<file path="src/hdl/ape_pkg.sv">
package ape_pkg;

	// ------------------------------------------------------------------
	// Register byte offsets on the AXI4-Lite bus.
	// ------------------------------------------------------------------
	localparam logic [7:0] OFF_EVT_STATUS = 8'h00;
	localparam logic [7:0] OFF_EVT_ENABLE = 8'h04;
	localparam logic [7:0] OFF_PM_CONTROL = 8'h08;
	localparam logic [7:0] OFF_TIMER_LOW = 8'h0c;
	localparam logic [7:0] OFF_TIMER_MID = 8'h10;
	localparam logic [7:0] OFF_TIMER_HIGH = 8'h14;
	localparam logic [7:0] OFF_GPE0_CONTROL = 8'h18;
	localparam logic [7:0] OFF_FIRMWARE = 8'h1c;
	localparam logic [7:0] OFF_EVENT_BLOCK_BASE = 8'h20;
	localparam logic [7:0] OFF_GPE0_BASE = 8'h24;
	localparam logic [7:0] OFF_GPE1_BASE = 8'h28;

	// ------------------------------------------------------------------
	// Field positions.
	// ------------------------------------------------------------------
	// Event status and event enable registers.
	localparam int BIT_TIMER_CARRY = 0;
	localparam int BIT_BUSMASTER = 4;
	localparam int BIT_GLOBAL = 5;
	// Power management control register.
	localparam int BIT_ACPI_ROUTE = 0;
	localparam int BIT_BM_WAKE = 1;
	localparam int BIT_OS_RELEASE = 2;
	localparam int BIT_BM_REQUEST = 3;
	// General-purpose event block 0 control register.
	localparam int BIT_TIMER_RUN = 0;
	// Firmware register.
	localparam int BIT_LEGACY_ROUTE = 0;
	localparam int BIT_FW_ENABLE = 1;
	localparam int BIT_FW_STATUS = 2;
	localparam int BIT_FW_RELEASE = 3;
	localparam int BIT_SERIAL_MODE = 4;
	localparam int BIT_IRQ_SEL_LO = 8;

	// ------------------------------------------------------------------
	// Widths, sizes and values after reset.
	// ------------------------------------------------------------------
	localparam int EVT_W = 16;
	localparam int TMR_W = 24;
	localparam int IRQ_SEL_W = 4;
	localparam int IRQ_LINES = 16;
	localparam int SYNC_STAGES = 2;
	localparam logic [15:0] EVT_BLOCK_MASK = 16'h000f;
	localparam logic [15:0] GPE_BLOCK_MASK = 16'h0003;
	localparam logic RST_TIMER_RUN = 1'b1;
	localparam logic [TMR_W-1:0] RST_TIMER = 24'h000000;
	localparam logic [15:0] RST_BASE = 16'h0000;
	localparam logic [1:0] RESP_OKAY = 2'b00;
	localparam logic [1:0] RESP_SLVERR = 2'b10;

	// Nominal rate of the timer clock pin, in hertz.
	localparam real PM_CLK_HZ = 3579545.0;

endpackage

</file>
<file path="src/hdl/ape_event_logic.sv">
`timescale 1ns/100ps
`default_nettype none

// Behaviour
// - Legacy route enable steers events to management interrupt.
// - ACPI route enable steers events to control interrupt.
// - Management interrupt: dedicated pin or serial IRQ.
// - Control interrupt: dedicated pin, selected IRQ, serial.
// - Firmware release sets global status; status clears both.
// - OS release sets firmware status; status clears both.
// - Bus master request sets status; status clears both.
// - Wrapping 24-bit up counter on timer clock.
// - Timer top bit change sets carry status.
// - Enabled carry status raises control interrupt.
// - Timer count readable through three registers.
// - Timer counts only while run enable set.
// - Timer runs after power-up without software.
// - Event status and enable are 16 bits.
// - Events set status always; enable gates interrupt.
// - Status bits set by hardware, cleared writing one.
// - Enable bit shares its status bit position; the bus master enable sits in control register bit 1 instead.
// - Unimplemented enable bits read zero, ignore writes.
// - Unimplemented control bits read zero, ignore writes.
// - Status register placed before enable register.
// - Three base registers decode event and GPE blocks.
// - Carry bit 0, bus master 4, global 5.
module ape_event_logic (
	// Clock and reset.
	input wire logic aclk,
	input wire logic aresetn,
	// AXI4-Lite write address and data channels.
	input wire logic [31:0] s_axi_awaddr,
	input wire logic s_axi_awvalid,
	output logic s_axi_awready,
	input wire logic [31:0] s_axi_wdata,
	input wire logic [3:0] s_axi_wstrb,
	input wire logic s_axi_wvalid,
	output logic s_axi_wready,
	// AXI4-Lite write response channel.
	output logic [1:0] s_axi_bresp,
	output logic s_axi_bvalid,
	input wire logic s_axi_bready,
	// AXI4-Lite read channels.
	input wire logic [31:0] s_axi_araddr,
	input wire logic s_axi_arvalid,
	output logic s_axi_arready,
	output logic [31:0] s_axi_rdata,
	output logic [1:0] s_axi_rresp,
	output logic s_axi_rvalid,
	input wire logic s_axi_rready,
	// Timer clock pin, sampled as an ordinary input.
	input wire logic pm_timer_clk,
	// Host I/O address for block decode.
	input wire logic [15:0] io_addr,
	output logic event_block_hit,
	output logic gpe0_block_hit,
	output logic gpe1_block_hit,
	// Interrupt outputs.
	output logic smi_out_n,
	output logic sci_out_n,
	output logic [ape_pkg::IRQ_LINES-1:0] irq_request,
	output logic serial_irq_smi,
	output logic serial_irq_sci
);
	// ------------------------------------------------------------------
	// State.
	// ------------------------------------------------------------------
	typedef struct packed {
		logic [7:0] aw_addr; // Held write address.
		logic aw_full; // Write address taken, not yet used.
		logic [31:0] w_data; // Held write data.
		logic [3:0] w_strb; // Held byte strobes.
		logic w_full; // Write data taken, not yet used.
		logic bvalid; // Write response pending.
		logic [1:0] bresp; // Write response code.
		logic rvalid; // Read response pending.
		logic [31:0] rdata; // Read response data.
		logic [1:0] rresp; // Read response code.
		logic timer_carry_status; // Timer top bit changed.
		logic busmaster_event_status; // Bus master event seen.
		logic global_event_status; // Firmware wants the OS.
		logic timer_carry_enable; // Carry raises control interrupt.
		logic global_event_enable; // Global status raises interrupt.
		logic acpi_route_enable; // Route events to control interrupt.
		logic busmaster_wake_enable; // Bus master raises interrupt.
		logic os_release; // OS wants firmware attention.
		logic busmaster_request; // Bus master request.
		logic timer_run_enable; // Timer counting allowed.
		logic legacy_route_enable; // Route events to management irq.
		logic firmware_event_enable; // OS release raises management irq.
		logic firmware_event_status; // OS wants firmware attention.
		logic firmware_release; // Firmware wants OS attention.
		logic serial_irq_mode; // Interrupts leave on serial IRQ.
		logic [ape_pkg::IRQ_SEL_W-1:0] irq_select; // Control irq line.
		logic [15:0] event_block_base; // Event block I/O base.
		logic [15:0] gpe0_base; // GPE block 0 I/O base.
		logic [15:0] gpe1_base; // GPE block 1 I/O base.
		logic [ape_pkg::TMR_W-1:0] timer_count; // Timer value.
		logic pm_clk_prev; // Previous synchronised timer clock.
		logic smi_n; // Dedicated management interrupt pin.
		logic sci_n; // Dedicated control interrupt pin.
		logic ser_smi; // Management request to serial IRQ.
		logic ser_sci; // Control request to serial IRQ.
		logic [ape_pkg::IRQ_LINES-1:0] irq_req; // IRQ request lines.
		logic hit_evt; // Address falls in event block.
		logic hit_g0; // Address falls in GPE block 0.
		logic hit_g1; // Address falls in GPE block 1.
	} ape_state_t;
	ape_state_t st_reg;
	ape_state_t st_next;
	logic pm_clk_sync; // Synchronised timer clock level.
	// ------------------------------------------------------------------
	// Timer clock synchroniser.
	// ------------------------------------------------------------------
	ape_sync u_pm_clk_sync (
		.aclk(aclk),
		.aresetn(aresetn),
		.async_in(pm_timer_clk),
		.sync_out(pm_clk_sync)
	);
	// ------------------------------------------------------------------
	// Read multiplexer.
	// ------------------------------------------------------------------
	// Build the word seen at a byte offset; reserved bits stay zero.
	function automatic logic [31:0] read_word(input ape_state_t s,
		input logic [7:0] a);
		logic [31:0] d;
		d = 32'h00000000;
		unique case (a)
			ape_pkg::OFF_EVT_STATUS: begin // Status first, 16 bits.
				d[ape_pkg::BIT_TIMER_CARRY] = s.timer_carry_status;
				d[ape_pkg::BIT_BUSMASTER] = s.busmaster_event_status;
				d[ape_pkg::BIT_GLOBAL] = s.global_event_status;
			end
			ape_pkg::OFF_EVT_ENABLE: begin
				// Same positions as status; other bits read zero.
				d[ape_pkg::BIT_TIMER_CARRY] = s.timer_carry_enable;
				d[ape_pkg::BIT_GLOBAL] = s.global_event_enable;
			end
			ape_pkg::OFF_PM_CONTROL: begin
				// Unimplemented control bits read zero.
				d[ape_pkg::BIT_ACPI_ROUTE] = s.acpi_route_enable;
				d[ape_pkg::BIT_BM_WAKE] = s.busmaster_wake_enable;
				d[ape_pkg::BIT_OS_RELEASE] = s.os_release;
				d[ape_pkg::BIT_BM_REQUEST] = s.busmaster_request;
			end
			ape_pkg::OFF_TIMER_LOW: d[7:0] = s.timer_count[7:0];
			ape_pkg::OFF_TIMER_MID: d[7:0] = s.timer_count[15:8];
			ape_pkg::OFF_TIMER_HIGH: d[7:0] = s.timer_count[23:16];
			ape_pkg::OFF_GPE0_CONTROL: d[ape_pkg::BIT_TIMER_RUN] = s.timer_run_enable;
			ape_pkg::OFF_FIRMWARE: begin
				d[ape_pkg::BIT_LEGACY_ROUTE] = s.legacy_route_enable;
				d[ape_pkg::BIT_FW_ENABLE] = s.firmware_event_enable;
				d[ape_pkg::BIT_FW_STATUS] = s.firmware_event_status;
				d[ape_pkg::BIT_FW_RELEASE] = s.firmware_release;
				d[ape_pkg::BIT_SERIAL_MODE] = s.serial_irq_mode;
				d[ape_pkg::BIT_IRQ_SEL_LO +: ape_pkg::IRQ_SEL_W] = s.irq_select;
			end
			ape_pkg::OFF_EVENT_BLOCK_BASE: d[15:0] = s.event_block_base;
			ape_pkg::OFF_GPE0_BASE: d[15:0] = s.gpe0_base;
			ape_pkg::OFF_GPE1_BASE: d[15:0] = s.gpe1_base;
			default: d = 32'h00000000;
		endcase
		return d;
	endfunction
	// Tell whether a byte offset holds a register.
	function automatic logic is_mapped(input logic [7:0] a);
		logic m;
		m = 1'b0;
		unique case (a)
			ape_pkg::OFF_EVT_STATUS, ape_pkg::OFF_EVT_ENABLE,
			ape_pkg::OFF_PM_CONTROL, ape_pkg::OFF_TIMER_LOW,
			ape_pkg::OFF_TIMER_MID, ape_pkg::OFF_TIMER_HIGH,
			ape_pkg::OFF_GPE0_CONTROL, ape_pkg::OFF_FIRMWARE,
			ape_pkg::OFF_EVENT_BLOCK_BASE, ape_pkg::OFF_GPE0_BASE,
			ape_pkg::OFF_GPE1_BASE: m = 1'b1;
			default: m = 1'b0;
		endcase
		return m;
	endfunction
	// ------------------------------------------------------------------
	// Next-state logic.
	// ------------------------------------------------------------------
	// Bus slave, register effects, timer and interrupt routing.
	always_comb begin
		logic [31:0] wd; // Write data with unstrobed bytes cleared.
		logic do_write; // A write happens this cycle.
		logic [ape_pkg::TMR_W-1:0] cnt; // Timer value after this cycle.
		logic carry_set; // Timer top bit toggles this cycle.
		logic carry_clr; // Software clears the carry status.
		logic sci_event; // Control-class event is pending.
		logic smi_event; // Management-class event is pending.
		logic sci_req; // Control interrupt asserted.
		logic smi_req; // Management interrupt asserted.
		wd = 32'h00000000;
		do_write = 1'b0;
		cnt = st_reg.timer_count;
		carry_set = 1'b0;
		carry_clr = 1'b0;
		sci_event = 1'b0;
		smi_event = 1'b0;
		sci_req = 1'b0;
		smi_req = 1'b0;
		st_next = st_reg;
		// Take write address and data independently.
		if (s_axi_awvalid && !st_reg.aw_full) begin
			st_next.aw_addr = s_axi_awaddr[7:0];
			st_next.aw_full = 1'b1;
		end
		if (s_axi_wvalid && !st_reg.w_full) begin
			st_next.w_data = s_axi_wdata;
			st_next.w_strb = s_axi_wstrb;
			st_next.w_full = 1'b1;
		end
		// Retire a write response once accepted.
		if (st_reg.bvalid && s_axi_bready) st_next.bvalid = 1'b0;
		do_write = st_reg.aw_full && st_reg.w_full && !st_reg.bvalid;
		for (int i = 0; i < 4; i++) begin
			wd[i*8 +: 8] = st_reg.w_strb[i] ? st_reg.w_data[i*8 +: 8] : 8'h00;
		end
		// Apply the write; only implemented bits take effect.
		if (do_write) begin
			st_next.aw_full = 1'b0;
			st_next.w_full = 1'b0;
			st_next.bvalid = 1'b1;
			st_next.bresp = is_mapped(st_reg.aw_addr) ? ape_pkg::RESP_OKAY :
				ape_pkg::RESP_SLVERR;
			unique case (st_reg.aw_addr)
				ape_pkg::OFF_EVT_STATUS: begin
					// Writing one clears; writing zero leaves alone.
					carry_clr = wd[ape_pkg::BIT_TIMER_CARRY];
					if (wd[ape_pkg::BIT_BUSMASTER]) begin
						st_next.busmaster_event_status = 1'b0;
						st_next.busmaster_request = 1'b0;
					end
					if (wd[ape_pkg::BIT_GLOBAL]) begin
						st_next.global_event_status = 1'b0;
						st_next.firmware_release = 1'b0;
					end
				end
				ape_pkg::OFF_EVT_ENABLE: begin
					st_next.timer_carry_enable = wd[ape_pkg::BIT_TIMER_CARRY];
					st_next.global_event_enable = wd[ape_pkg::BIT_GLOBAL];
				end
				ape_pkg::OFF_PM_CONTROL: begin
					st_next.acpi_route_enable = wd[ape_pkg::BIT_ACPI_ROUTE];
					st_next.busmaster_wake_enable = wd[ape_pkg::BIT_BM_WAKE];
					if (wd[ape_pkg::BIT_OS_RELEASE]) begin
						st_next.os_release = 1'b1;
						st_next.firmware_event_status = 1'b1;
					end
					if (wd[ape_pkg::BIT_BM_REQUEST]) begin
						st_next.busmaster_request = 1'b1;
						st_next.busmaster_event_status = 1'b1;
					end
				end
				ape_pkg::OFF_GPE0_CONTROL: begin
					st_next.timer_run_enable = wd[ape_pkg::BIT_TIMER_RUN];
				end
				ape_pkg::OFF_FIRMWARE: begin
					st_next.legacy_route_enable = wd[ape_pkg::BIT_LEGACY_ROUTE];
					st_next.firmware_event_enable = wd[ape_pkg::BIT_FW_ENABLE];
					st_next.serial_irq_mode = wd[ape_pkg::BIT_SERIAL_MODE];
					st_next.irq_select =
						wd[ape_pkg::BIT_IRQ_SEL_LO +: ape_pkg::IRQ_SEL_W];
					if (wd[ape_pkg::BIT_FW_STATUS]) begin
						st_next.firmware_event_status = 1'b0;
						st_next.os_release = 1'b0;
					end
					if (wd[ape_pkg::BIT_FW_RELEASE]) begin
						st_next.firmware_release = 1'b1;
						st_next.global_event_status = 1'b1;
					end
				end
				ape_pkg::OFF_EVENT_BLOCK_BASE: st_next.event_block_base = wd[15:0];
				ape_pkg::OFF_GPE0_BASE: st_next.gpe0_base = wd[15:0];
				ape_pkg::OFF_GPE1_BASE: st_next.gpe1_base = wd[15:0];
				default: ; // Read-only or unmapped: no effect.
			endcase
		end
		// Answer a read one cycle after the address is taken.
		if (st_reg.rvalid && s_axi_rready) st_next.rvalid = 1'b0;
		if (s_axi_arvalid && !st_reg.rvalid) begin
			st_next.rvalid = 1'b1;
			st_next.rdata = read_word(st_reg, s_axi_araddr[7:0]);
			st_next.rresp = is_mapped(s_axi_araddr[7:0]) ? ape_pkg::RESP_OKAY :
				ape_pkg::RESP_SLVERR;
		end
		// Count rising edges of the timer clock while enabled.
		st_next.pm_clk_prev = pm_clk_sync;
		if (pm_clk_sync && !st_reg.pm_clk_prev &&
			st_reg.timer_run_enable) begin
			cnt = st_reg.timer_count + 1'b1; // Wraps through zero.
		end
		st_next.timer_count = cnt;
		// Either direction of the top bit counts.
		carry_set = cnt[ape_pkg::TMR_W-1] ^
			st_reg.timer_count[ape_pkg::TMR_W-1];
		// A carry in the clearing cycle is kept.
		st_next.timer_carry_status =
			(st_reg.timer_carry_status && !carry_clr) || carry_set;
		// Status is visible always; enables gate the events.
		sci_event = (st_reg.timer_carry_status &&
			st_reg.timer_carry_enable) ||
			(st_reg.firmware_release && st_reg.global_event_enable) ||
			(st_reg.busmaster_request && st_reg.busmaster_wake_enable);
		smi_event = st_reg.os_release && st_reg.firmware_event_enable;
		sci_req = st_reg.acpi_route_enable && sci_event;
		smi_req = smi_event ||
			(st_reg.legacy_route_enable && sci_event);
		// Send each interrupt to the serial IRQ or its pins.
		st_next.ser_smi = st_reg.serial_irq_mode && smi_req;
		st_next.smi_n = !(!st_reg.serial_irq_mode && smi_req);
		st_next.ser_sci = st_reg.serial_irq_mode && sci_req;
		st_next.sci_n = !(!st_reg.serial_irq_mode && sci_req &&
			st_reg.irq_select == '0);
		st_next.irq_req = '0;
		if (!st_reg.serial_irq_mode && sci_req && st_reg.irq_select != '0) begin
			st_next.irq_req[st_reg.irq_select] = 1'b1;
		end
		// Decode host I/O addresses against the three bases.
		st_next.hit_evt = (st_reg.event_block_base != ape_pkg::RST_BASE) &&
			((io_addr & ~ape_pkg::EVT_BLOCK_MASK) ==
			(st_reg.event_block_base & ~ape_pkg::EVT_BLOCK_MASK));
		st_next.hit_g0 = (st_reg.gpe0_base != ape_pkg::RST_BASE) &&
			((io_addr & ~ape_pkg::GPE_BLOCK_MASK) ==
			(st_reg.gpe0_base & ~ape_pkg::GPE_BLOCK_MASK));
		st_next.hit_g1 = (st_reg.gpe1_base != ape_pkg::RST_BASE) &&
			((io_addr & ~ape_pkg::GPE_BLOCK_MASK) ==
			(st_reg.gpe1_base & ~ape_pkg::GPE_BLOCK_MASK));
	end
	// ------------------------------------------------------------------
	// State register.
	// ------------------------------------------------------------------
	// Reset clears everything but starts the timer running and sets both dedicated interrupt pins high.
	always_ff @(posedge aclk) begin
		if (!aresetn) begin
			st_reg <= '0;
			st_reg.timer_run_enable <= ape_pkg::RST_TIMER_RUN;
			st_reg.timer_count <= ape_pkg::RST_TIMER;
			st_reg.smi_n <= 1'b1;
			st_reg.sci_n <= 1'b1;
		end else begin
			st_reg <= st_next;
		end
	end
	// ------------------------------------------------------------------
	// Outputs.
	// ------------------------------------------------------------------
	assign s_axi_awready = !st_reg.aw_full;
	assign s_axi_wready = !st_reg.w_full;
	assign s_axi_bvalid = st_reg.bvalid;
	assign s_axi_bresp = st_reg.bresp;
	assign s_axi_arready = !st_reg.rvalid;
	assign s_axi_rvalid = st_reg.rvalid;
	assign s_axi_rdata = st_reg.rdata;
	assign s_axi_rresp = st_reg.rresp;
	assign event_block_hit = st_reg.hit_evt;
	assign gpe0_block_hit = st_reg.hit_g0;
	assign gpe1_block_hit = st_reg.hit_g1;
	assign smi_out_n = st_reg.smi_n;
	assign sci_out_n = st_reg.sci_n;
	assign irq_request = st_reg.irq_req;
	assign serial_irq_smi = st_reg.ser_smi;
	assign serial_irq_sci = st_reg.ser_sci;
endmodule // ape_event_logic

`default_nettype wire

</file>
<file path="src/hdl/ape_sync.sv">
`timescale 1ns/100ps
`default_nettype none

// Two-stage synchroniser for a level arriving from outside the clock domain.
module ape_sync (
	// Clock and reset.
	input wire logic aclk,
	input wire logic aresetn,
	// Asynchronous level in, synchronised level out.
	input wire logic async_in,
	output logic sync_out
);

	// ------------------------------------------------------------------
	// State.
	// ------------------------------------------------------------------
	typedef struct packed {
		logic stage1; // First stage, read only by the second stage.
		logic stage2; // Second stage, safe to use.
	} ape_sync_t;

	ape_sync_t st_reg;
	ape_sync_t st_next;

	// Shift the input through both stages.
	always_comb begin
		st_next = st_reg;
		st_next.stage1 = async_in;
		st_next.stage2 = st_reg.stage1;
	end

	// Register the state, clearing it on reset.
	always_ff @(posedge aclk) begin
		if (!aresetn) begin
			st_reg <= '0;
		end else begin
			st_reg <= st_next;
		end
	end

	assign sync_out = st_reg.stage2;

endmodule // ape_sync

`default_nettype wire

</file>
<file path="config.mk">
export PLATFORM = sky130hd
export DESIGN_NAME = ape_event_logic
export DESIGN_NICKNAME = d
export VERILOG_FILES = /design/src/hdl/ape_pkg.sv /design/src/hdl/ape_event_logic.sv /design/src/hdl/ape_sync.sv
export SDC_FILE = /design/constraint.sdc
export NUM_CORES = 1
export LEC_CHECK = 0
export ABC_AREA = 1
export BUFFER_PORTS_ARGS = -buffer_cell sky130_fd_sc_hd__buf_2
export CAP_MARGIN = 20
export CORE_ASPECT_RATIO = 1.4
export CORE_UTILIZATION = 40
export DETAILED_ROUTE_END_ITERATION = 10
export PLACE_DENSITY = 0.62
export SLEW_MARGIN = 30
export SYNTH_ARGS = -nofsm -noshare
export SYNTH_HDL_FRONTEND = slang
export SYNTH_HIERARCHICAL = 1
export SYNTH_SLANG_ARGS = --single-unit
export TNS_END_PERCENT = 100
</file>
<file path="constraint.sdc">
create_clock -name aclk -period 1.3 [get_ports aclk]
set_input_delay 0.13 -clock aclk [delete_from_list [all_inputs] [get_ports aclk]]
set_output_delay 0.13 -clock aclk [all_outputs]
set_load 0.05 [all_outputs]
</file>
; After elaboration in Yosys (flattened, before gate mapping)
; Index checks and enable logic that the tools add are counted.
[word_totals]
wordCells = 170
regBits = 164
output_inout_bits = 64
inputBits = 124
[op_classes]
n_mux = 32
n_eq_ne = 29
bitwise = 2
n_reduce_logical = 65
addsub = 1
order_cmp = 2
[op_table]
columns = op, count
row1 = 8-bit by 5-bit == test with 1-bit output (second input constant), 8
row2 = 8-bit by 6-bit == test with 1-bit output (second input constant), 6
row3 = 16-bit nonzero test, 3
row4 = 35-bit 2-to-1 mux, 1
row5 = 8-bit by 4-bit == test with 1-bit output (second input constant), 4
row6 = 14-bit == test, 2
row7 = 1-bit logical AND, 26
row8 = 24-bit by 1-bit adder with 24-bit output (second input constant), 1
row9 = 24-bit 2-to-1 mux, 1
row10 = 3-bit case mux with 8 select lines, 1
row11 = 11-bit OR reduction, 2
row12 = 8-bit by 3-bit == test with 1-bit output (second input constant), 2
row13 = 8-bit zero test, 2
row14 = 8-bit 2-to-1 mux, 2
row15 = 1-bit case mux with 8 select lines, 2
row16 = 4-bit case mux with 4 select lines, 1
row17 = 2-bit AND reduction, 8
row18 = 1-bit 2-to-1 mux, 14
row19 = 12-bit == test, 1
row20 = 2-bit inequality test (second input constant), 6
row21 = 2-bit case mux with 6 select lines, 1
row22 = 4-bit case mux with 3 select lines, 1
row23 = 4-bit AND reduction, 3
row24 = 1-bit case mux with 11 select lines, 1
row25 = 14 further kinds, 32

; Depth between registers and ports, before layout
[logic_depth]
ltp_word = 7
mapped_depth = 11
ltp_nobuf = 11

; Cells and area by module
; The synthesis kept the hierarchy.
[modules_own_cells]
columns = module, seq_area_each_um2, area_each_um2, n_inst, cells_each
row1 = ape_event_logic, 3203.1, 7691.1, 1, 1079
row2 = ape_sync, 40.0, 55.1, 1, 6

; Worst setup path before layout
; No wires, ideal clock.
[synth_path]
path_kind = register -> register
startpoint = register st_reg (netlist bit s_axi_rvalid)
endpoint = register st_reg (netlist bit s_axi_rdata[7])
required_ns = 1.181
setup_time_ns = 0.119
synth_period_minus_slack_ns = 1.830
n_path_buf = 1
stages_incl_launch_ff = 8
slack_ns = -0.530
arrival_ns = 1.711
cell_sequence = dfxtp_1 -> inv_1 -> nand2_1 -> inv_1 -> clkbuf_1 -> o21ai_0 -> a21oi_1 -> a21oi_1
[synth_between]
elab_chain_len = 2
[synth_rtl]
columns = item, line_no
row1 = from (decl), ape_event_logic.sv:109  ; ape_state_t st_reg;
row2 = from (signal assigned), ape_event_logic.sv:344  ; st_reg <= st_next;
row3 = 1-bit zero test, n/a
row4 = net s_axi_arready, ape_event_logic.sv:46  ; output logic s_axi_arready,
row5 = 1-bit logical AND, ape_event_logic.sv:283  ; if (s_axi_arvalid && !st_reg.rvalid) begin
; The timed path passes the listed nets, and every way through them passes these cells.
; A chain may end at the register's enable or synchronous reset.

; Worst setup path after layout
[layout_path]
startpoint = register st_reg[192] (netlist name)
endpoint = register st_reg[94] (netlist name)
[layout_between]
elab_chain_len = 2
[layout_rtl]
columns = item, line_no
row1 = 8-bit by 6-bit == test with 1-bit output, ape_event_logic.sv:228  ; unique case (st_reg.aw_addr)
row2 = 2-bit AND reduction (no line), n/a
; Every way passes these cells.

==> results.json <==
{
  "die_h_um": 167,
  "drt_iter0_drc": 487,
  "drive_gt1_share_pct": 36.0,
  "skew_ps": 6.99,
  "antenna_left": 0,
  "synth_seq_area_share_pct": 41.9,
  "grt_pass1_wl_um": 39000,
  "clk_pin_slew_worst_paths_ps": 60,
  "setup_viol": 75,
  "insertion_delay_ps": 440,
  "drtPass1Iterations": 5,
  "drcViolationCount": 0,
  "routed-via-count": 8097,
  "yosys_register_bits": 162,
  "post_synth_instance_area_um2": 7750,
  "fin_tns_setup_ps": -8670,
  "end_kind": "flip-flop",
  "grt_overflow_total": 0,
  "die_x_um": 120,
  "cts_buffer_depth": 2,
  "cp_max_fo": 7,
  "dpl_cell_area_um2": 9080,
  "avgSynthCellArea_um2": 7.14,
  "detailedPlace.worstSlack_ps": -198,
  "status": "complete, but fails checks",
  "setup.worst_path.start": "st_reg[192]",
  "final_max_slew_viol_count": 0,
  "hold_start": "s_axi_awaddr[4]",
  "largest_reg_flops": 117,
  "violations": "negative hold slack, negative setup slack",
  "hold_path.class": "primary input to flip-flop",
  "initial_core_util_pct": 41.3,
  "synth_edf_count": 0,
  "powerDensity_nw_per_um2": 1070,
  "die-area_um2": 19900,
  "avgViaCountPerCell": 5.16,
  "routedWlPerCell_um": 16.7,
  "final_nets": 1439,
  "synthToLayoutAreaGrowth_pct": 43.2,
  "grt_max_degree": 37,
  "core-area_um2": 18800,
  "num_io_pins": 188,
  "synth_cell_types": 44,
  "cp.required_ps": 1670,
  "fmaxAchievable_mhz": 659,
  "num_rows": 59,
  "grt_setup_unrepaired": "true",
  "n_antenna_cell": 0,
  "instances_no_fill": 1570,
  "clock_sinks": 162,
  "path_cells": "nor2_4 > buf_6 > nand3_4 > nor3_4 > buf_4 > clkbuf_16 > o21ai_0 > a21oi_1",
  "yosys_warnings": 6,
  "worst_slack_ps": -217,
  "placedCellCount": 1482,
  "maxCapViolations": 0,
  "cts_htree_levels": 4,
  "max_stage_delay_ps": 340,
  "slew_headroom_pct": 61.2,
  "cts_buffers": 17,
  "place.gp.congestion": 1.02,
  "worstMarginPinSlew_ps": 576,
  "p_leak_nw": 4.96,
  "design_area_um2": 11100,
  "irDropWorstVdd_uv": 971,
  "cts_tree": "built",
  "n_fill_cell": 1716,
  "grt_pass1_vias": 7519,
  "hold_slack_ps": -22.1,
  "wirelength_um": 26200,
  "min_period_ps": 1520,
  "r2r-start": "st_reg[192]",
  "critPathSlowestCell": "dfxtp_2",
  "root_buffer": "clkbuf_16",
  "grt_use_total_pct": 25.1,
  "worstPathArrival_ps": 1890,
  "port_buffers": 101,
  "hold_violations": 1,
  "antenna_found_initial": 0,
  "synthCells": 1085,
  "synthFlopType": "dfxtp_1",
  "start_kind": "flip-flop",
  "worstSetupPathType": "flip-flop to flip-flop",
  "dp_hpwl_um": 18200,
  "timing.final.crit_share_pct": 117,
  "async_flop_share_pct": 0
}
[report_power, final]
group | leakage [nW] | total (W) | switching [W] | internal [W]
registers | 1.32 | 0.00514 | 0.0000784 | 0.00506
logic | 3.34 | 0.00130 | 0.000798 | 0.000497
clock network | 0.297 | 0.00544 | 0.00217 | 0.00327
[stage by stage]
step | util, % | total power [W]
after detailed placement | 48.5 | 0.00627
after floorplan | - | 0.00593
after CTS | 55.9 | 0.0118
after global placement | 48.5 | 0.00627
after global routing | 59.2 | 0.0122
final | 59.2 | 0.0119
[logic make-up after synthesis]
logic type	share of synthesized area, %
flip-flops	41.9
other	0.0484
XOR/XNOR	1.24
adder cells (fa/ha/maj)	0.161
AO/OA/AOI/OAI	18.8
buffers and inverters	13.3
AND/OR/NAND/NOR	24.6
[metal layers]
layer,global-route usage [%],part of all wire (%),vias up
li1,-,-,3950
met1,29.7,39,3721
met2,44.0,49,330
met3,3.25,5.1,96
met4,13.0,6.0,0
met5,0,0,-
[cell usage after synthesis, types with 2 or more instances]
cell type	n	area, µm²
a31oi_1	4	25.0
nor2_2	9	56.3
a211oi_2	7	87.6
a211oi_1	3	22.5
clkbuf_1	18	67.6
nand4_1	9	56.3
o21ai_0	111	556
nand2_2	5	31.3
a221oi_1	5	43.8
xor2_1	11	96.3
o221ai_1	2	17.5
nor2_1	126	473
inv_2	8	30.0
nand3_2	4	40.0
nor3_2	3	30.0
nand3_1	30	150
nor3_1	8	40.0
dfxtp_1	162	3240
nand2_4	2	22.5
nor2_4	4	45.0
nor4_1	18	113
buf_1	3	11.3
a21oi_1	101	505
inv_1	121	454
or2_2	5	31.3
buf_6	2	22.5
buf_2	7	35.0
nand3b_1	2	15.0
buf_4	53	398
nand2_1	206	773
o22ai_1	19	119
o211ai_1	5	37.5
[cells in the final DEF, fill, tap and decap left out, types with 16 or more instances in the layout]
cell	netlist	routed
a21oi_1	101	81
inv_1	121	106
o21ai_0	111	59
clkbuf_16	0	21
dlygate4sd3_1	0	29
buf_6	2	24
dfxtp_1	162	141
nor2_1	126	114
buf_2	7	98
buf_4	53	111
a21oi_2	0	20
inv_2	8	16
nand2_1	206	189
conb_1	1	19
o22ai_1	19	19
o21ai_2	0	46
nand3_1	30	23
[area by class of cell]
class | instances | area, µm² | area share, %
Clock buffer | 19 | 443 | 3.99
Clock inverter | 12 | 181 | 1.64
Tap cell | 244 | 305 | 2.75
Sequential cell | 162 | 3280 | 29.6
Timing Repair Buffer | 276 | 2190 | 19.7
Inverter | 130 | 517 | 4.66
Multi-Input combinational cell | 727 | 4170 | 37.6
[worst max-delay path, delay by kind of cell, from the launching register on]
family | cells | cell delay, ps
compound gates | 2 | 230
simple gates | 3 | 450
flops | 1 | 340
buf+inv | 3 | 430
[repair_timing]
| action | CTS | global route |
|---|---|---|
| pin swaps | 20 | 31 |
| hold buffers | 29 | 0 |
| endpoints found under the hold margin | 29 | 0 |
| setup endpoints to repair | 92 | 102 |
| gates cloned | 5 | 4 |
| gates resized for setup | 115 | 151 |
| buffers inserted | 8 | 13 |
[path summary, 6_finish.rpt]
kind                                 end  slack, ps  cells past startpoint
hold reg to reg   u_pm_clk_sync/sync_out        410                      2
hold / removal               st_reg[195]        -20                      3
setup / recovery              st_reg[94]       -220                      8
setup reg to reg              st_reg[94]       -220                      8
No activity file was read; power rests on OpenSTA's default activity.
